<file path="config.mk">
export PLATFORM = sky130hd
export DESIGN_NAME = spi_status_event
export DESIGN_NICKNAME = d
export VERILOG_FILES = /design/src/common/spi_evt_pkg.sv /design/src/core/edge_sampler.sv /design/src/core/irq_block.sv /design/src/core/spi_status_event.sv
export VERILOG_INCLUDE_DIRS = /design/src /design/src/common
export SDC_FILE = /design/constraint.sdc
export NUM_CORES = 1
export LEC_CHECK = 0
export BUFFER_PORTS_ARGS = -buffer_cell sky130_fd_sc_hd__buf_2
export CORE_AREA = 4 4 86 88
export CTS_CLUSTER_SIZE = 40
export DETAILED_ROUTE_END_ITERATION = 16
export DIE_AREA = 0 0 90 92
export PLACE_DENSITY = 0.85
export SYNTH_ARGS = -nofsm -noshare
export SYNTH_HDL_FRONTEND = slang
export SYNTH_SLANG_ARGS = --single-unit
</file>
<file path="constraint.sdc">
create_clock -name clk_sys_i -period 2.7 [get_ports clk_sys_i]
set_input_delay 0.81 -clock clk_sys_i [delete_from_list [all_inputs] [get_ports clk_sys_i]]
set_output_delay 0.81 -clock clk_sys_i [all_outputs]
set_load 0.005 [all_outputs]
</file>
<file path="src/common/spi_evt_consts.svh">
/*
 Register offsets, field positions, reset values and counts of the serial
 status, event and clock auto-stop block.
 Assumes it is included by bare name wherever these numbers are needed.
*/
`ifndef SPI_EVT_CONSTS_SVH
`define SPI_EVT_CONSTS_SVH

// ----------------------------------------------------------------------------
// Register byte offsets.
// ----------------------------------------------------------------------------
`define OFS_STATUS    8'h00
`define OFS_CTRL2     8'h04
`define OFS_IRQ_STAT  8'h08
`define OFS_IRQ_CLR   8'h0C
`define OFS_IRQ_EN    8'h10

// ----------------------------------------------------------------------------
// Field positions of the serial status register.
// ----------------------------------------------------------------------------
`define ST_TXE   0
`define ST_RXF   1
`define ST_MODE_FAULT_FLAG  2
`define ST_UDR   3
`define ST_OVR   4
`define ST_PAR   5
`define ST_WIDTH 6

// ----------------------------------------------------------------------------
// Field positions and reset value of control register two.
// ----------------------------------------------------------------------------
`define C2_AUTOSTOP 0
`define C2_MASTER   1
`define C2_MSTOP    2
`define C2_WIDTH    3
`define C2_RESET    3'h4

// ----------------------------------------------------------------------------
// Event bit positions, shared by event outputs and interrupt registers.
// ----------------------------------------------------------------------------
`define EV_RXF   0
`define EV_TXE   1
`define EV_ERR   2
`define EV_IDLE  3
`define EV_TEND  4
`define EV_COUNT 5

// ----------------------------------------------------------------------------
// Frame length and bus answers.
// ----------------------------------------------------------------------------
`define WORD_BITS   8
`define RESP_OKAY   2'h0
`define RESP_SLVERR 2'h2

`endif

</file>
<file path="src/common/spi_evt_pkg.sv">
/*
 Types of the serial status, event and clock auto-stop block.
 Assumes nothing of its surroundings.
*/
package spi_evt_pkg;

	// ------------------------------------------------------------------------
	// Link tracker states.
	// ------------------------------------------------------------------------
	typedef enum logic [1:0] {LINK_IDLE, LINK_ACTIVE, LINK_HALTED} link_state_t;

endpackage

</file>
<file path="src/core/edge_sampler.sv">
/*
 Three-stage sampler for a pin from outside the clock domain, with a
 debounced level and one-cycle rise and fall pulses.
 Assumes the pin changes slower than a few system clock periods.
*/
`timescale 1ns/1ps

module edge_sampler (
	input  wire logic clk_sys_i,
	input  wire logic rst_i,
	input  wire logic pin_i,
	output logic      level_o,
	output logic      rise_o,
	output logic      fall_o
);

	logic s1;
	logic s2;
	logic s3;
	logic next_level;
	logic next_rise;
	logic next_fall;

	// ------------------------------------------------------------------------
	// A change counts only once the second and third stage agree; the first
	// stage may be metastable, so only the second stage reads it.
	// ------------------------------------------------------------------------
	always_comb
	begin
		next_level = level_o;
		next_rise  = 1'b0;
		next_fall  = 1'b0;
		if (s2 == s3 && s3 != level_o)
		begin
			next_level = s3;
			next_rise  = s3;
			next_fall  = !s3;
		end
	end

	// Registers of the sampler.
	always_ff @(posedge clk_sys_i or posedge rst_i)
	begin
		if (rst_i)
		begin
			s1      <= 1'b0;
			s2      <= 1'b0;
			s3      <= 1'b0;
			level_o <= 1'b0;
			rise_o  <= 1'b0;
			fall_o  <= 1'b0;
		end
		else
		begin
			s1      <= pin_i;
			s2      <= s1;
			s3      <= s2;
			level_o <= next_level;
			rise_o  <= next_rise;
			fall_o  <= next_fall;
		end
	end

endmodule

</file>
<file path="src/core/irq_block.sv">
/*
 Sticky interrupt status with a write-only clear and an enable register,
 one bit per event, combined into one level interrupt.
 Assumes event pulses and register strobes come from the same clock.
*/
`timescale 1ns/1ps

module irq_block #(
	parameter int N = 5
) (
	input  wire logic         clk_sys_i,
	input  wire logic         rst_i,
	input  wire logic [N-1:0] event_i,
	input  wire logic         clear_we_i,
	input  wire logic [N-1:0] clear_data_i,
	input  wire logic         enable_we_i,
	input  wire logic [N-1:0] enable_data_i,
	output logic      [N-1:0] status_o,
	output logic      [N-1:0] enable_o,
	output logic              irq_o
);

	// ------------------------------------------------------------------------
	// Per-bit status and enable; an event in the clearing cycle survives.
	// ------------------------------------------------------------------------
	genvar i;
	generate
		for (i = 0; i < N; i++)
		begin : g_bit
			logic next_status;
			logic next_enable;

			// Set wins over clear so that no event is lost.
			always_comb
			begin
				next_status = event_i[i] | (status_o[i] & ~(clear_we_i & clear_data_i[i]));
				next_enable = enable_we_i ? enable_data_i[i] : enable_o[i];
			end

			// Status and enable registers.
			always_ff @(posedge clk_sys_i or posedge rst_i)
			begin
				if (rst_i)
				begin
					status_o[i] <= 1'b0;
					enable_o[i] <= 1'b0;
				end
				else
				begin
					status_o[i] <= next_status;
					enable_o[i] <= next_enable;
				end
			end
		end
	endgenerate

	// The interrupt is a level, high while an enabled status bit is set.
	assign irq_o = |(status_o & enable_o);

endmodule

</file>
<file path="src/core/spi_status_event.sv">
/*
 Status flags, event-link outputs, error events and transfer clock
 auto-stop of a serial peripheral unit, with an AXI4-Lite register slave.
 Assumes a data path beside it reports buffer reads, writes and parity
 errors on this clock, and a master sequencer obeys clock_halt_o.
*/
// What this block does
// - Only unit zero drives the event-link outputs, pulsing buffer-full and buffer-empty events.
// - Any mode fault, overrun, underrun or parity error raises one combined error event.
// - An idle event is given when the unit goes idle and a separate one when a transfer ends.
// - Software reads transmit-buffer-empty and receive-buffer-full flags in the status register.
// - Control register two holds the clock auto-stop enable bit.
// - In master receive with auto-stop on, the clock halts where an overrun would occur.
// - The mode-fault flag reads 1 after a mode fault or an underrun and 0 otherwise.
// - The status register has its own underrun flag besides the shared mode-fault flag.
// - A module stop state halts the serial unit until it is released.
`timescale 1ns/1ps
`include "spi_evt_consts.svh"

module spi_status_event #(
	parameter int UNIT_INDEX = 0
) (
	input  wire logic        clk_sys_i,
	input  wire logic        rst_i,
	input  wire logic [7:0]  awaddr_i,
	input  wire logic        awvalid_i,
	output logic             awready_o,
	input  wire logic [31:0] wdata_i,
	input  wire logic [3:0]  wstrb_i,
	input  wire logic        wvalid_i,
	output logic             wready_o,
	output logic [1:0]       bresp_o,
	output logic             bvalid_o,
	input  wire logic        bready_i,
	input  wire logic [7:0]  araddr_i,
	input  wire logic        arvalid_i,
	output logic             arready_o,
	output logic [31:0]      rdata_o,
	output logic [1:0]       rresp_o,
	output logic             rvalid_o,
	input  wire logic        rready_i,
	input  wire logic        serial_transfer_clock_i,
	input  wire logic        fault_select_n_i,
	input  wire logic        rx_buffer_read_i,
	input  wire logic        tx_buffer_write_i,
	input  wire logic        parity_error_i,
	output logic             clock_halt_o,
	output logic             evt_rx_full_o,
	output logic             evt_tx_empty_o,
	output logic             evt_error_o,
	output logic             evt_idle_o,
	output logic             evt_tx_done_o,
	output logic             irq_o
);

	localparam logic [3:0] LAST_BIT = 4'(`WORD_BITS - 1);
	localparam logic       UNIT_ON  = (UNIT_INDEX == 0);

	// ------------------------------------------------------------------------
	// Declarations.
	// ------------------------------------------------------------------------
	spi_evt_pkg::link_state_t link_state;
	spi_evt_pkg::link_state_t next_link_state;
	logic [3:0]           bit_cnt;
	logic [3:0]           next_bit_cnt;
	logic [`C2_WIDTH-1:0] ctrl2;
	logic [`C2_WIDTH-1:0] next_ctrl2;
	logic tx_empty, rx_full, mf_err, udr_err, ovr_err, par_err;
	logic next_tx_empty, next_rx_full, next_mf, next_udr, next_ovr, next_par;
	logic det_mf, det_udr, det_ovr, det_par, det_any;
	logic frame_start, frame_done, at_last;
	logic sck_rise, fault_fall;
	logic autostop, master, mstop;
	logic [`ST_WIDTH-1:0]  status_word;
	logic [`EV_COUNT-1:0]  ev_now;
	logic [`EV_COUNT-1:0]  next_ev;
	logic [`EV_COUNT-1:0]  ev_q;
	logic [`EV_COUNT-1:0]  irq_status;
	logic [`EV_COUNT-1:0]  irq_enable;
	logic        aw_hold, w_hold, next_aw_hold, next_w_hold;
	logic [7:0]  aw_addr, next_aw_addr;
	logic [31:0] w_data, next_w_data;
	logic        w_low, next_w_low;
	logic        next_bvalid, next_rvalid;
	logic [1:0]  next_bresp, next_rresp;
	logic [31:0] next_rdata;
	logic        wr_fire, wr_stat, wr_ctrl, wr_clr, wr_en, wr_ok;

	assign autostop = ctrl2[`C2_AUTOSTOP];
	assign master   = ctrl2[`C2_MASTER];
	assign mstop    = ctrl2[`C2_MSTOP];

	// ------------------------------------------------------------------------
	// Pin sampling: transfer clock edges and the active-low fault select.
	// ------------------------------------------------------------------------
	edge_sampler u_sck (
		.clk_sys_i (clk_sys_i),
		.rst_i     (rst_i),
		.pin_i     (serial_transfer_clock_i),
		.level_o   (),
		.rise_o    (sck_rise),
		.fall_o    ()
	);

	edge_sampler u_fault (
		.clk_sys_i (clk_sys_i),
		.rst_i     (rst_i),
		.pin_i     (fault_select_n_i),
		.level_o   (),
		.rise_o    (),
		.fall_o    (fault_fall)
	);

	// ------------------------------------------------------------------------
	// Link tracker: counts clock edges per frame and, in master mode with auto-stop on,
	// holds a halted frame until the receive buffer drains, so received data are not lost.
	// ------------------------------------------------------------------------
	assign frame_start = link_state == spi_evt_pkg::LINK_IDLE && sck_rise && !mstop;
	assign at_last     = link_state == spi_evt_pkg::LINK_ACTIVE && sck_rise
		&& bit_cnt == LAST_BIT && !mstop;

	always_comb
	begin
		next_link_state = link_state;
		next_bit_cnt    = bit_cnt;
		frame_done      = 1'b0;
		det_ovr         = 1'b0;
		if (mstop)
		begin
			next_link_state = spi_evt_pkg::LINK_IDLE;
			next_bit_cnt    = 4'h0;
		end
		else
		begin
			unique case (link_state)
				spi_evt_pkg::LINK_IDLE:
				begin
					if (frame_start)
					begin
						next_link_state = spi_evt_pkg::LINK_ACTIVE;
						next_bit_cnt    = 4'h1;
					end
				end
				spi_evt_pkg::LINK_ACTIVE:
				begin
					if (at_last && rx_full && master && autostop)
						next_link_state = spi_evt_pkg::LINK_HALTED;
					else if (at_last)
					begin
						frame_done      = 1'b1;
						det_ovr         = rx_full;
						next_link_state = spi_evt_pkg::LINK_IDLE;
						next_bit_cnt    = 4'h0;
					end
					else if (sck_rise)
						next_bit_cnt = bit_cnt + 4'h1;
				end
				spi_evt_pkg::LINK_HALTED:
				begin
					if (rx_buffer_read_i)
					begin
						frame_done      = 1'b1;
						next_link_state = spi_evt_pkg::LINK_IDLE;
						next_bit_cnt    = 4'h0;
					end
				end
			endcase
		end
	end

	// Link tracker registers.
	always_ff @(posedge clk_sys_i or posedge rst_i)
	begin
		if (rst_i)
		begin
			link_state <= spi_evt_pkg::LINK_IDLE;
			bit_cnt    <= 4'h0;
		end
		else
		begin
			link_state <= next_link_state;
			bit_cnt    <= next_bit_cnt;
		end
	end

	// The master sequencer stops the clock while halted or stopped.
	assign clock_halt_o = mstop || link_state == spi_evt_pkg::LINK_HALTED;

	// ------------------------------------------------------------------------
	// Buffer and error flags. Hardware sets win over software clears.
	// ------------------------------------------------------------------------
	assign det_udr = frame_start && !master && tx_empty;
	assign det_mf  = master && fault_fall && !mstop;
	assign det_par = parity_error_i && !mstop;
	assign det_any = det_mf | det_udr | det_ovr | det_par;

	always_comb
	begin
		next_tx_empty = frame_start | (tx_empty & ~tx_buffer_write_i);
		next_rx_full  = frame_done | (rx_full & ~rx_buffer_read_i);
		next_mf  = det_mf  | (mf_err  & ~(wr_stat & w_low & ~w_data[`ST_MODE_FAULT_FLAG]));
		next_udr = det_udr | (udr_err & ~(wr_stat & w_low & ~w_data[`ST_UDR]));
		next_ovr = det_ovr | (ovr_err & ~(wr_stat & w_low & ~w_data[`ST_OVR]));
		next_par = det_par | (par_err & ~(wr_stat & w_low & ~w_data[`ST_PAR]));
	end

	// Flag registers.
	always_ff @(posedge clk_sys_i or posedge rst_i)
	begin
		if (rst_i)
		begin
			tx_empty <= 1'b1;
			rx_full  <= 1'b0;
			mf_err   <= 1'b0;
			udr_err  <= 1'b0;
			ovr_err  <= 1'b0;
			par_err  <= 1'b0;
		end
		else
		begin
			tx_empty <= next_tx_empty;
			rx_full  <= next_rx_full;
			mf_err   <= next_mf;
			udr_err  <= next_udr;
			ovr_err  <= next_ovr;
			par_err  <= next_par;
		end
	end

	// Underrun also shows on the mode-fault flag, as old software expects.
	always_comb
	begin
		status_word           = '0;
		status_word[`ST_TXE]  = tx_empty;
		status_word[`ST_RXF]  = rx_full;
		status_word[`ST_MODE_FAULT_FLAG] = mf_err | udr_err;
		status_word[`ST_UDR]  = udr_err;
		status_word[`ST_OVR]  = ovr_err;
		status_word[`ST_PAR]  = par_err;
	end

	// ------------------------------------------------------------------------
	// Event pulses; only unit zero drives them to the event-link outputs.
	// ------------------------------------------------------------------------
	always_comb
	begin
		ev_now           = '0;
		ev_now[`EV_RXF]  = next_rx_full & ~rx_full;
		ev_now[`EV_TXE]  = next_tx_empty & ~tx_empty;
		ev_now[`EV_ERR]  = det_any;
		ev_now[`EV_IDLE] = frame_done & tx_empty;
		ev_now[`EV_TEND] = frame_done;
		next_ev          = UNIT_ON ? ev_now : '0;
	end

	// Event output registers.
	always_ff @(posedge clk_sys_i or posedge rst_i)
	begin
		if (rst_i)
			ev_q <= '0;
		else
			ev_q <= next_ev;
	end

	assign evt_rx_full_o  = ev_q[`EV_RXF];
	assign evt_tx_empty_o = ev_q[`EV_TXE];
	assign evt_error_o    = ev_q[`EV_ERR];
	assign evt_idle_o     = ev_q[`EV_IDLE];
	assign evt_tx_done_o  = ev_q[`EV_TEND];

	irq_block #(
		.N (`EV_COUNT)
	) u_irq (
		.clk_sys_i     (clk_sys_i),
		.rst_i         (rst_i),
		.event_i       (ev_now),
		.clear_we_i    (wr_clr),
		.clear_data_i  (w_data[`EV_COUNT-1:0]),
		.enable_we_i   (wr_en),
		.enable_data_i (w_data[`EV_COUNT-1:0]),
		.status_o      (irq_status),
		.enable_o      (irq_enable),
		.irq_o         (irq_o)
	);

	// ------------------------------------------------------------------------
	// AXI4-Lite slave. Address and data are held until both are in; every
	// field lives in byte lane zero, so only that lane's strobe matters.
	// ------------------------------------------------------------------------
	assign awready_o = !aw_hold && !bvalid_o;
	assign wready_o  = !w_hold && !bvalid_o;
	assign arready_o = !rvalid_o;
	assign wr_fire   = aw_hold && w_hold;

	always_comb
	begin
		wr_stat = wr_fire && aw_addr == `OFS_STATUS;
		wr_ctrl = wr_fire && aw_addr == `OFS_CTRL2;
		wr_clr  = wr_fire && aw_addr == `OFS_IRQ_CLR && w_low;
		wr_en   = wr_fire && aw_addr == `OFS_IRQ_EN && w_low;
		wr_ok   = wr_stat || wr_ctrl || aw_addr == `OFS_IRQ_CLR || aw_addr == `OFS_IRQ_EN;
		next_aw_hold = wr_fire ? 1'b0 : (aw_hold | (awvalid_i & awready_o));
		next_w_hold  = wr_fire ? 1'b0 : (w_hold | (wvalid_i & wready_o));
		next_aw_addr = (awvalid_i && awready_o) ? awaddr_i : aw_addr;
		next_w_data  = (wvalid_i && wready_o) ? wdata_i : w_data;
		next_w_low   = (wvalid_i && wready_o) ? wstrb_i[0] : w_low;
		next_ctrl2   = (wr_ctrl && w_low) ? w_data[`C2_WIDTH-1:0] : ctrl2;
		next_bvalid  = wr_fire | (bvalid_o & ~bready_i);
		next_bresp   = wr_fire ? (wr_ok ? `RESP_OKAY : `RESP_SLVERR) : bresp_o;
		next_rvalid  = (arvalid_i & arready_o) | (rvalid_o & ~rready_i);
		next_rdata   = rdata_o;
		next_rresp   = rresp_o;
		if (arvalid_i && arready_o)
		begin
			next_rresp = `RESP_OKAY;
			unique case (araddr_i)
				`OFS_STATUS:   next_rdata = 32'(status_word);
				`OFS_CTRL2:    next_rdata = 32'(ctrl2);
				`OFS_IRQ_STAT: next_rdata = 32'(irq_status);
				`OFS_IRQ_CLR:  next_rdata = 32'h00000000;
				`OFS_IRQ_EN:   next_rdata = 32'(irq_enable);
				default:
				begin
					next_rdata = 32'h00000000;
					next_rresp = `RESP_SLVERR;
				end
			endcase
		end
	end

	// Bus and control registers; module stop is set out of reset.
	always_ff @(posedge clk_sys_i or posedge rst_i)
	begin
		if (rst_i)
		begin
			aw_hold  <= 1'b0;
			w_hold   <= 1'b0;
			aw_addr  <= 8'h00;
			w_data   <= 32'h00000000;
			w_low    <= 1'b0;
			ctrl2    <= `C2_RESET;
			bvalid_o <= 1'b0;
			bresp_o  <= `RESP_OKAY;
			rvalid_o <= 1'b0;
			rdata_o  <= 32'h00000000;
			rresp_o  <= `RESP_OKAY;
		end
		else
		begin
			aw_hold  <= next_aw_hold;
			w_hold   <= next_w_hold;
			aw_addr  <= next_aw_addr;
			w_data   <= next_w_data;
			w_low    <= next_w_low;
			ctrl2    <= next_ctrl2;
			bvalid_o <= next_bvalid;
			bresp_o  <= next_bresp;
			rvalid_o <= next_rvalid;
			rdata_o  <= next_rdata;
			rresp_o  <= next_rresp;
		end
	end
endmodule

</file>
==> results of run 1 <==
==> cells in the mapped netlist (3+ instances only) <==
| cell type | instances | area [um^2] |
|---|---|---|
| a21oi_1 | 12 | 60.1 |
| inv_1 | 12 | 45.0 |
| clkbuf_1 | 9 | 33.8 |
| nor2_1 | 10 | 37.5 |
| o31ai_1 | 5 | 37.5 |
| a32oi_1 | 3 | 26.3 |
| nand2_1 | 20 | 75.1 |
| nand4_1 | 3 | 18.8 |
| and2_1 | 3 | 18.8 |
| ha_1 | 4 | 50.1 |
| or4_1 | 3 | 22.5 |
| mux2_2 | 23 | 259 |
| a21o_1 | 8 | 60.1 |
| nor2b_1 | 6 | 37.5 |
| nor3_1 | 5 | 25.0 |
| nand2b_1 | 6 | 37.5 |
| mux2i_1 | 4 | 40.0 |
| o21ai_0 | 10 | 50.1 |
| nand4b_1 | 3 | 26.3 |
| dfrtp_1 | 65 | 1630 |
| buf_4 | 28 | 210 |
==> final cells by class <==
class	instances	area, um^2
Multi-Input combinational cell	198	1330
Clock buffer	11	131
Timing Repair Buffer	55	290
Inverter	12	45.0
Clock inverter	5	77.6
Fill cell	598	2990
Sequential cell	67	1680
Tap cell	80	100
==> worst max-delay path, cell delays in order (launching register included) <==
cell     delay (ns)
dfrtp_1        0.38
inv_1          0.08
ha_1           0.25
or2_2          0.28
buf_2          0.13
==> metrics by stage <==
| step | hold slack [ns] | instance area (um^2) | cells | worst slack, ns |
|---|---|---|---|---|
| 2_1_floorplan | 0.331 | 3300 | 314 | 0.210 |
| 5_1_grt | 0.353 | 3650 | 428 | 0.382 |
| 3_3_place_gp | 0.332 | 3440 | 412 | 0.370 |
| 3_5_place_dp | 0.335 | 3440 | 412 | 0.354 |
| 4_1_cts | 0.351 | 3650 | 428 | 0.436 |
| 6_report | 0.350 | 3650 | 428 | 0.438 |
==> cell families after synthesis <==
logic type | after synthesis
mux | 27
flops | 67
buf+inv | 49
compound gates | 58
simple gates | 79
fa+ha+maj | 6
other cells | 1
==> registers in the layout, indices dropped and copies added (netlist names), 2 cells and up <==
signal          cells
w_data              6
rdata_o             6
u_irq.status_o      5
link_state          2
u_irq.enable_o      5
bit_cnt             4
ev_q                5
aw_addr             8
ctrl2               3
==> layout by cell type, fill, tap and decap left out, types with 3 or more instances in the layout <==
master	instances
mux2_2	23
inv_1	11
clkbuf_8	9
a21o_1	8
a32oi_1	3
and2_1	3
dfrtp_1	65
buf_2	54
nor3_1	5
o31ai_1	5
a21oi_1	12
nand4b_1	3
or4_1	3
ha_1	4
nand2b_1	6
nand2_1	20
conb_1	28
nor2b_1	6
mux2i_1	4
nand4_1	3
o21ai_0	10
nor2_1	10
==> path summary, 6_finish.rpt <==
path                                           start                          end  cells after the start
setup / recovery           link_state[0]$_DFFE_PP0P_                 clock_halt_o                      4
hold / removal                  u_fault.s1$_DFF_PP0_         u_fault.s2$_DFF_PP0_                      0
setup reg to reg              aw_addr[7]$_DFFE_PP0P_  u_irq.status_o[3]$_DFF_PP0_                      4
hold reg to reg                 u_fault.s1$_DFF_PP0_         u_fault.s2$_DFF_PP0_                      0
max in group asynchronous                      rst_i         ctrl2[2]$_DFFE_PP1P_                      3
min in group asynchronous                      rst_i    u_sck.level_o$_DFFE_PP0P_                      2
==> per-layer routing <==
| layer | global-route usage (%) | up-vias | routed length (um) |
|---|---|---|---|
| met5 | 0 | - | 0 |
| met4 | 4.46 | 0 | 65 |
| met3 | 5.50 | 10 | 550 |
| met2 | 24.5 | 94 | 2890 |
| met1 | 21.0 | 1071 | 2780 |
| li1 | - | 1084 | - |
==> where the power goes <==
| part | switching, uW | leakage (uW) | internal, uW |
|---|---|---|---|
| sequential | 207 | 0.000827 | 1230 |
| clock | 367 | 0.000103 | 517 |
| combinational | 382 | 0.000820 | 380 |
| total | 956 | 0.00175 | 2130 |
==> flow_summary.ini, run 1 <==
[drt]
via_count = 2259
wirelength_um = 6290
firstDrtPassIters = 4
drt_iter0_markers = 145
ant_nets = 0
via_per_inst = 5.28
drc = 0
wire_per_inst_um = 14.7

[grt]
antenna_found_initial = 0
grt_pass1_vias = 2239
gr-total-overflow = 0
grt_first_pass_wirelength_um = 10600
grt.total_usage_pct = 15.8
grt_max_degree = 42

[pwr]
ir_drop_v = 0.000491
finalPower_uw = 3080
pwr_density_cell_nw_per_um2 = 844
power.leakage_uw = 0.00175

[logic_synthesis]
synthXorXnorAreaFrac_pct = 0
yosys-mux-area-fraction_pct = 9.36
ys_ff_latch = 67
ys_types = 51
syn_area_um2 = 3200
synth_top_family_by_area = simple AND/OR/NAND/NOR gates
synthArstFlopShare_pct = 100
syn_inst = 287
synth_seq_area_share_pct = 52.5
synth_warnings = 0
synth_adder_area_share_pct = 2.19
synth_edf_count = 0
yosys.area_share.simple_pct = 14.4
synth_compound_area_share_pct = 12.4
synthFlopType = dfrtp_1
avgSynthCellArea_um2 = 11.1

[sta]
worst_pin_slew_ns = 0.710
relSlewSlack_pct = 52.2
period_share_pct = 83.8
hold_viol = 0
drv_slew = 0
setup_viol = 0
period_needed_ns = 2.26
fin_skew_ns = 0.00626
rsz0062_at_grt = no
tns_ns = 0
max_freq_ghz = 0.442

[worst_setup_path]
r2r_slack_ns = 0.82
cp_max_fo = 4
critPathLaunchType = flop
critPathKind = flop to output port
arrival_ns = 1.45
endpoint_kind = output port
critPathRequiredTime_ns = 1.89

[die]
die-area_um2 = 8280
core_um2 = 6640
fp-row-count = 30
ios = 112
die_y_um = 92
fp.dieW_um = 90
initial_core_util_pct = 48.1

[clocking]
hold_buffers = 0
cts_setup_buffers = 0
clockBufferDepth = 2
clock_sinks = 67
clkTransAtPathRegs_ns = 0.07
cts_tree = yes
post_cts_resized = 0
clk_latency_ns = 0.34
clockRootBuffer = clkbuf_8
cts_buffers = 9
cts_htree_levels = 3

[layout]
fin_util_pct = 55.0
antenna_cells = 0
drive_gt1_share_pct = 29.3
final_nets = 411
area_growth_pct = 14.3

[outcome]
status = complete, no violations

[flow_run]
max_cap_viol_count = 0

[place]
portBuffers = 54
gp_congestion = 0.848
dpl.hpwl_um = 4790

[hold_path]
hold_class = flop to flop
(Power assumes the default switching activity.)
==> run 2: changes to the inputs <==
CORE_AREA = 4 4 90 92   (was 4 4 86 88)
DIE_AREA = 0 0 94 96   (was 0 0 90 92)
PLACE_DENSITY = 0.82   (was 0.85)
clock period = 2 ns   (was 2.7 ns; I/O delays follow)
==> run 2 against run 1 <==
Against the previous run:
- clock-buffer cell count grew 2
- design area increased by 1.2%
- total power grew 32%
- wire length is 0.95% higher
- largest power group unchanged
- combinational power increased by 38%
- via count up 1.0%
- non-clock buffer count up 4
- cell count grew 5.1%
- clock power is 24% higher
- global-route usage shrank 1.2 points
- largest cell class unchanged
==> flow_summary.ini, run 2 (synthesis gave the netlist of run 1 again) <==
[worst_setup_path]
rr_endpoint = u_irq.status_o[0]$_DFF_PP0_
cp_max_fo = 4
critPathTopFamily = flip-flops
reg2reg_depth = 4
critPathRequiredTime_ns = 1.40
crit_chain = inv_1, ha_2, or2_2, buf_2
critPathKind = flop to output port
r2r_slack_ns = 0.11
cpMaxStageDelayCell = dfrtp_1
endpoint_kind = output port
r2r-start = aw_addr[7]$_DFFE_PP0P_
cp_num_cells = 4
endpoint = clock_halt_o
slowest_delay_ns = 0.35
arrival_ns = 1.35
critPathLaunch = link_state[0]$_DFFE_PP0P_
path_buf_inv = 2
critPathLaunchType = flop

[layout]
drive_gt1_share_pct = 30.2
final_common_cell = dfrtp_1
top_regs = aw_addr: 8 flops, rdata_o: 6 flops, w_data: 6 flops
antenna_cells = 0
largest_reg_flops = 8
final_cell_mix = dfrtp_1, buf_2, conb_1, mux2_2, nand2_1
seq_area_um2 = 1680
final_nets = 415
final_cells = 450
multiInputGateArea_um2 = 1330
area_growth_pct = 15.7
top_register = aw_addr
fillerInstances = 645

[clocking]
cts_htree_levels = 3
clock_sinks = 67
clockBufferDepth = 2
clockRootBuffer = clkbuf_8
cts_buffers = 9
clk_latency_ns = 0.33
hold_buffers = 0
clkTransAtPathRegs_ns = 0.06
cts_tree = yes

[place]
dp.cells = 434
portBuffers = 54
gp_congestion = 0.831
dpl.hpwl_um = 4860

[pwr]
p_switching_uw = 1250
seq_power_share_pct = 47.4
clkPwrFrac_pct = 27.0
pwr_density_cell_nw_per_um2 = 1100
internal-power_uw = 2830
ir_drop_v = 0.000731
power_frac_comb_pct = 25.7
switching_share_pct = 30.7
power.leakage_uw = 0.00176

[die]
core_um2 = 7210
fp-row-count = 31
fp.dieW_um = 94
die-area_um2 = 9020
die_y_um = 96
initial_core_util_pct = 44.3
ios = 112

[flow_run]
max_cap_viol_count = 0

[grt]
antenna_found_initial = 0
grt_max_degree = 68
grt_first_pass_wirelength_um = 10200
gr-total-overflow = 0
grt.total_usage_pct = 14.6
grt_pass1_vias = 2185

[drt]
drt_iter0_markers = 115
ant_nets = 0
firstDrtPassIters = 4
via_count = 2282
via_per_inst = 5.07
drc = 0
wire_per_inst_um = 14.1
wirelength_um = 6350

[sta]
fin_skew_ns = 0.00487
period_share_pct = 97.7
period_needed_ns = 1.95
drv_slew = 0
rsz0062_at_grt = no
timing.hold.ws_ns = 0.347
setup_viol = 0
max_freq_ghz = 0.512
hold_viol = 0

[outcome]
status = complete, no violations

[hold_path]
hold_class = input pin to async pin
## run 2: per-stage QoR
| stage | setup slack (ns) | setup TNS (ns) | utilization (%) | total power (uW) | instance area (um^2) |
|---|---|---|---|---|---|
| 3_5_place_dp | -0.172 | -0.630 | 48.4 | 2990 | 3490 |
| 5_1_grt | 0.00357 | 0 | 51.2 | 4340 | 3700 |
| 4_1_cts | 0.0351 | 0 | 51.2 | 4110 | 3700 |
| 6_report | 0.0469 | 0 | 51.2 | 4080 | 3700 |
| 2_1_floorplan | 0.0374 | 0 | - | 2690 | 3300 |
| 3_3_place_gp | -0.125 | -0.484 | 48.4 | 2920 | 3490 |
## run 2: worst min path at each step
stage / startpoint / endpoint / slack [ns] / cells past startpoint
finish: rst_i / bit_cnt[0]$_DFFE_PP0P_ / 0.35 / 3
global route: fault_select_n_i / u_fault.s1$_DFF_PP0_ / 0.35 / 1
CTS: u_fault.s1$_DFF_PP0_ / u_fault.s2$_DFF_PP0_ / 0.35 / 0
detailed placement: u_fault.s1$_DFF_PP0_ / u_fault.s2$_DFF_PP0_ / 0.34 / 0
global placement: u_fault.s1$_DFF_PP0_ / u_fault.s2$_DFF_PP0_ / 0.33 / 0
floorplan: u_fault.s1$_DFF_PP0_ / u_fault.s2$_DFF_PP0_ / 0.33 / 0
## run 2: what timing repair did
action / CTS / global route
pin swaps: 0 / 2
resized for setup: 1 / 0
buffers inserted: 1 / 0
endpoints found under the hold margin: 0 / 0
endpoints found under the setup margin: 1 / 1
## run 2: power by group through the flow
stage / Clock (uW) / Sequential [uW] / Combinational (uW)
detailed placement: 0 / 1960 / 1030
CTS: 1130 / 1930 / 1060
floorplan: 0 / 1860 / 827
global placement: 0 / 1940 / 986
finish: 1100 / 1930 / 1050
global route: 1190 / 1980 / 1170
## run 2: layout make-up
class                   instances  area share, %
well taps                      99           3.35
clock inverters                 2          0.948
inverters                      12           1.32
flip-flops and latches         67           45.4
multi-input cells             198           36.0
repair buffers                 59           8.66
clock buffers                  13           4.30
## run 2: per-layer routing
metal | GRT usage (%) | vias up | routed length (um)
met5 | 0 | - | 0
met4 | 6.50 | 0 | 106
met3 | 3.75 | 11 | 479
met2 | 23.0 | 88 | 2870
met1 | 19.1 | 1093 | 2900
li1 | - | 1090 | -
## run 2: tightest hold or removal path: cells and delay by family
family,cells,cell delay [ns]
buffers and inverters,3,0.48
==> run 3: changes to the inputs <==
BUFFER_PORTS_ARGS = unset   (was -buffer_cell sky130_fd_sc_hd__buf_2)
CORE_AREA = 4 4 86 88   (was 4 4 90 92)
DIE_AREA = 0 0 90 92   (was 0 0 94 96)
DONT_BUFFER_PORTS = 1   (was unset)
PLACE_DENSITY = 0.71   (was 0.82)
clock period = 2.35 ns   (was 2 ns; I/O delays follow)
==> run 3 against run 2 <==
Against the previous run:
- sequential cell count unchanged
- sequential power down 15%
- cell count down 17%
- combinational power down 26%
- utilization down 0.29 points
- non-clock buffer count down 56
- via count down 7.8%
- sequential share of layout area up 4.2 points
- global-route usage up 1.2 points
- die area down 8.2%
- critical path depth down 1
- clock-buffer cell count unchanged
- largest cell class unchanged
==> flow_summary.ini, run 3 (synthesis gave the netlist of run 1 again) <==
[place]
portBuffers = 0
gp_congestion = 0.857
dpl.hpwl_um = 4570
place_area_um2 = 3190
dp.cells = 360

[outcome]
status = complete, no violations

[worst_setup_path]
cp_max_fo = 4
critPathRequiredTime_ns = 1.64
arrival_ns = 1.36
path_buf_inv = 1
slowest_delay_ns = 0.37
critPathLaunchType = flop
critPathKind = flop to output port
crit_chain = inv_1, ha_1, or2_2
cpMaxStageDelayCell = dfrtp_1
endpoint_kind = output port
critPathTopFamily = flip-flops

[sta]
timing.hold.ws_ns = 0.316
setup_viol = 0
tns_ns = 0
max_freq_ghz = 0.484
rsz0062_at_grt = no
period_needed_ns = 2.07
period_share_pct = 87.9
drv_slew = 0
hold_viol = 0
fin_skew_ns = 0.00696

[layout]
fillerInstances = 619
top_register = aw_addr
area_growth_pct = 5.95
final_cell_mix = dfrtp_1, conb_1, mux2_2, nand2_1, a21oi_1
final_nets = 359
final_cells = 375
drive_gt1_share_pct = 16.6
largest_reg_flops = 8
seq_area_um2 = 1680
multiInputGateArea_um2 = 1330
final_common_cell = dfrtp_1
antenna_cells = 0
top_regs = aw_addr: 8 flops, rdata_o: 6 flops, w_data: 6 flops
final_area_um2 = 3390

[clocking]
clockRootBuffer = clkbuf_8
clk_latency_ns = 0.34
cts_buffers = 9
hold_buffers = 0
post_cts_resized = 0
cts_setup_buffers = 0
clock_sinks = 67
clockBufferDepth = 2
clkTransAtPathRegs_ns = 0.07
cts_tree = yes
cts_htree_levels = 3

[die]
initial_core_util_pct = 48.1
core_um2 = 6640
fp.dieW_um = 90
die-area_um2 = 8280
ios = 112
fp-row-count = 30
die_y_um = 92

[drt]
drc = 0
wire_per_inst_um = 16.6
wirelength_um = 6240
firstDrtPassIters = 5
via_per_inst = 5.61
drt_iter0_markers = 157
via_count = 2103
ant_nets = 0

[flow_run]
max_cap_viol_count = 0

[pwr]
ir_drop_v = 0.000673
power.leakage_uw = 0.00152
finalPower_uw = 3370
pwr_density_cell_nw_per_um2 = 996

[grt]
grt_first_pass_wirelength_um = 10200
antenna_found_initial = 0
gr-total-overflow = 0
grt_max_degree = 68
grt.total_usage_pct = 15.8
grt_pass1_vias = 2063

[hold_path]
hold_class = input pin to async pin
run 3: cell count changes in the layout (fill, tap and decap cells not counted):
cell and change:
buf_2 -54, buf_4 -2, ha_1 +1, ha_2 -1
run 3: routing by layer:
metal	up-vias	GRT usage, %	part of all wire [%]
met4	0	4.97	1.2
met5	-	0	0
met1	1017	19.8	43
met3	6	7.47	10
li1	978	-	-
met2	102	24.1	46
run 3: final cells by class:
cell class / count / area share, %
Multi-Input combinational cell: 198 / 39.2
Clock inverter: 2 / 1.03
Timing Repair Buffer: 3 / 1.03
Tap cell: 80 / 2.96
Clock buffer: 13 / 4.69
Inverter: 12 / 1.44
Sequential cell: 67 / 49.6
run 3: final timing paths:
check	start	end	slack [ns]	cells after the start
worst max-delay path	link_state[0]$_DFFE_PP0P_	clock_halt_o	0.28	3
worst min-delay path	rst_i	u_fault.s1$_DFF_PP0_	0.32	2
worst max register to register	aw_addr[7]$_DFFE_PP0P_	u_irq.status_o[0]$_DFF_PP0_	0.46	4
worst min register to register	u_sck.s1$_DFF_PP0_	u_sck.s2$_DFF_PP0_	0.35	0
max in group asynchronous	rst_i	tx_empty$_DFF_PP1_	1.70	2
min in group clk_sys_i	u_sck.s1$_DFF_PP0_	u_sck.s2$_DFF_PP0_	0.35	0
run 3: per-stage QoR:
step / util, % / worst slack (ns)
2_1_floorplan: - / 0.282
3_3_place_gp: 48.0 / 0.197
3_5_place_dp: 48.0 / 0.185
4_1_cts: 51.0 / 0.279
5_1_grt: 51.0 / 0.181
6_report: 51.0 / 0.285
run 3: power breakdown:
part	switching [uW]	internal, uW	leakage, uW
clock network	402	541	0.0000995
registers	237	1410	0.000827
logic	397	382	0.000592
total	1040	2340	0.00152
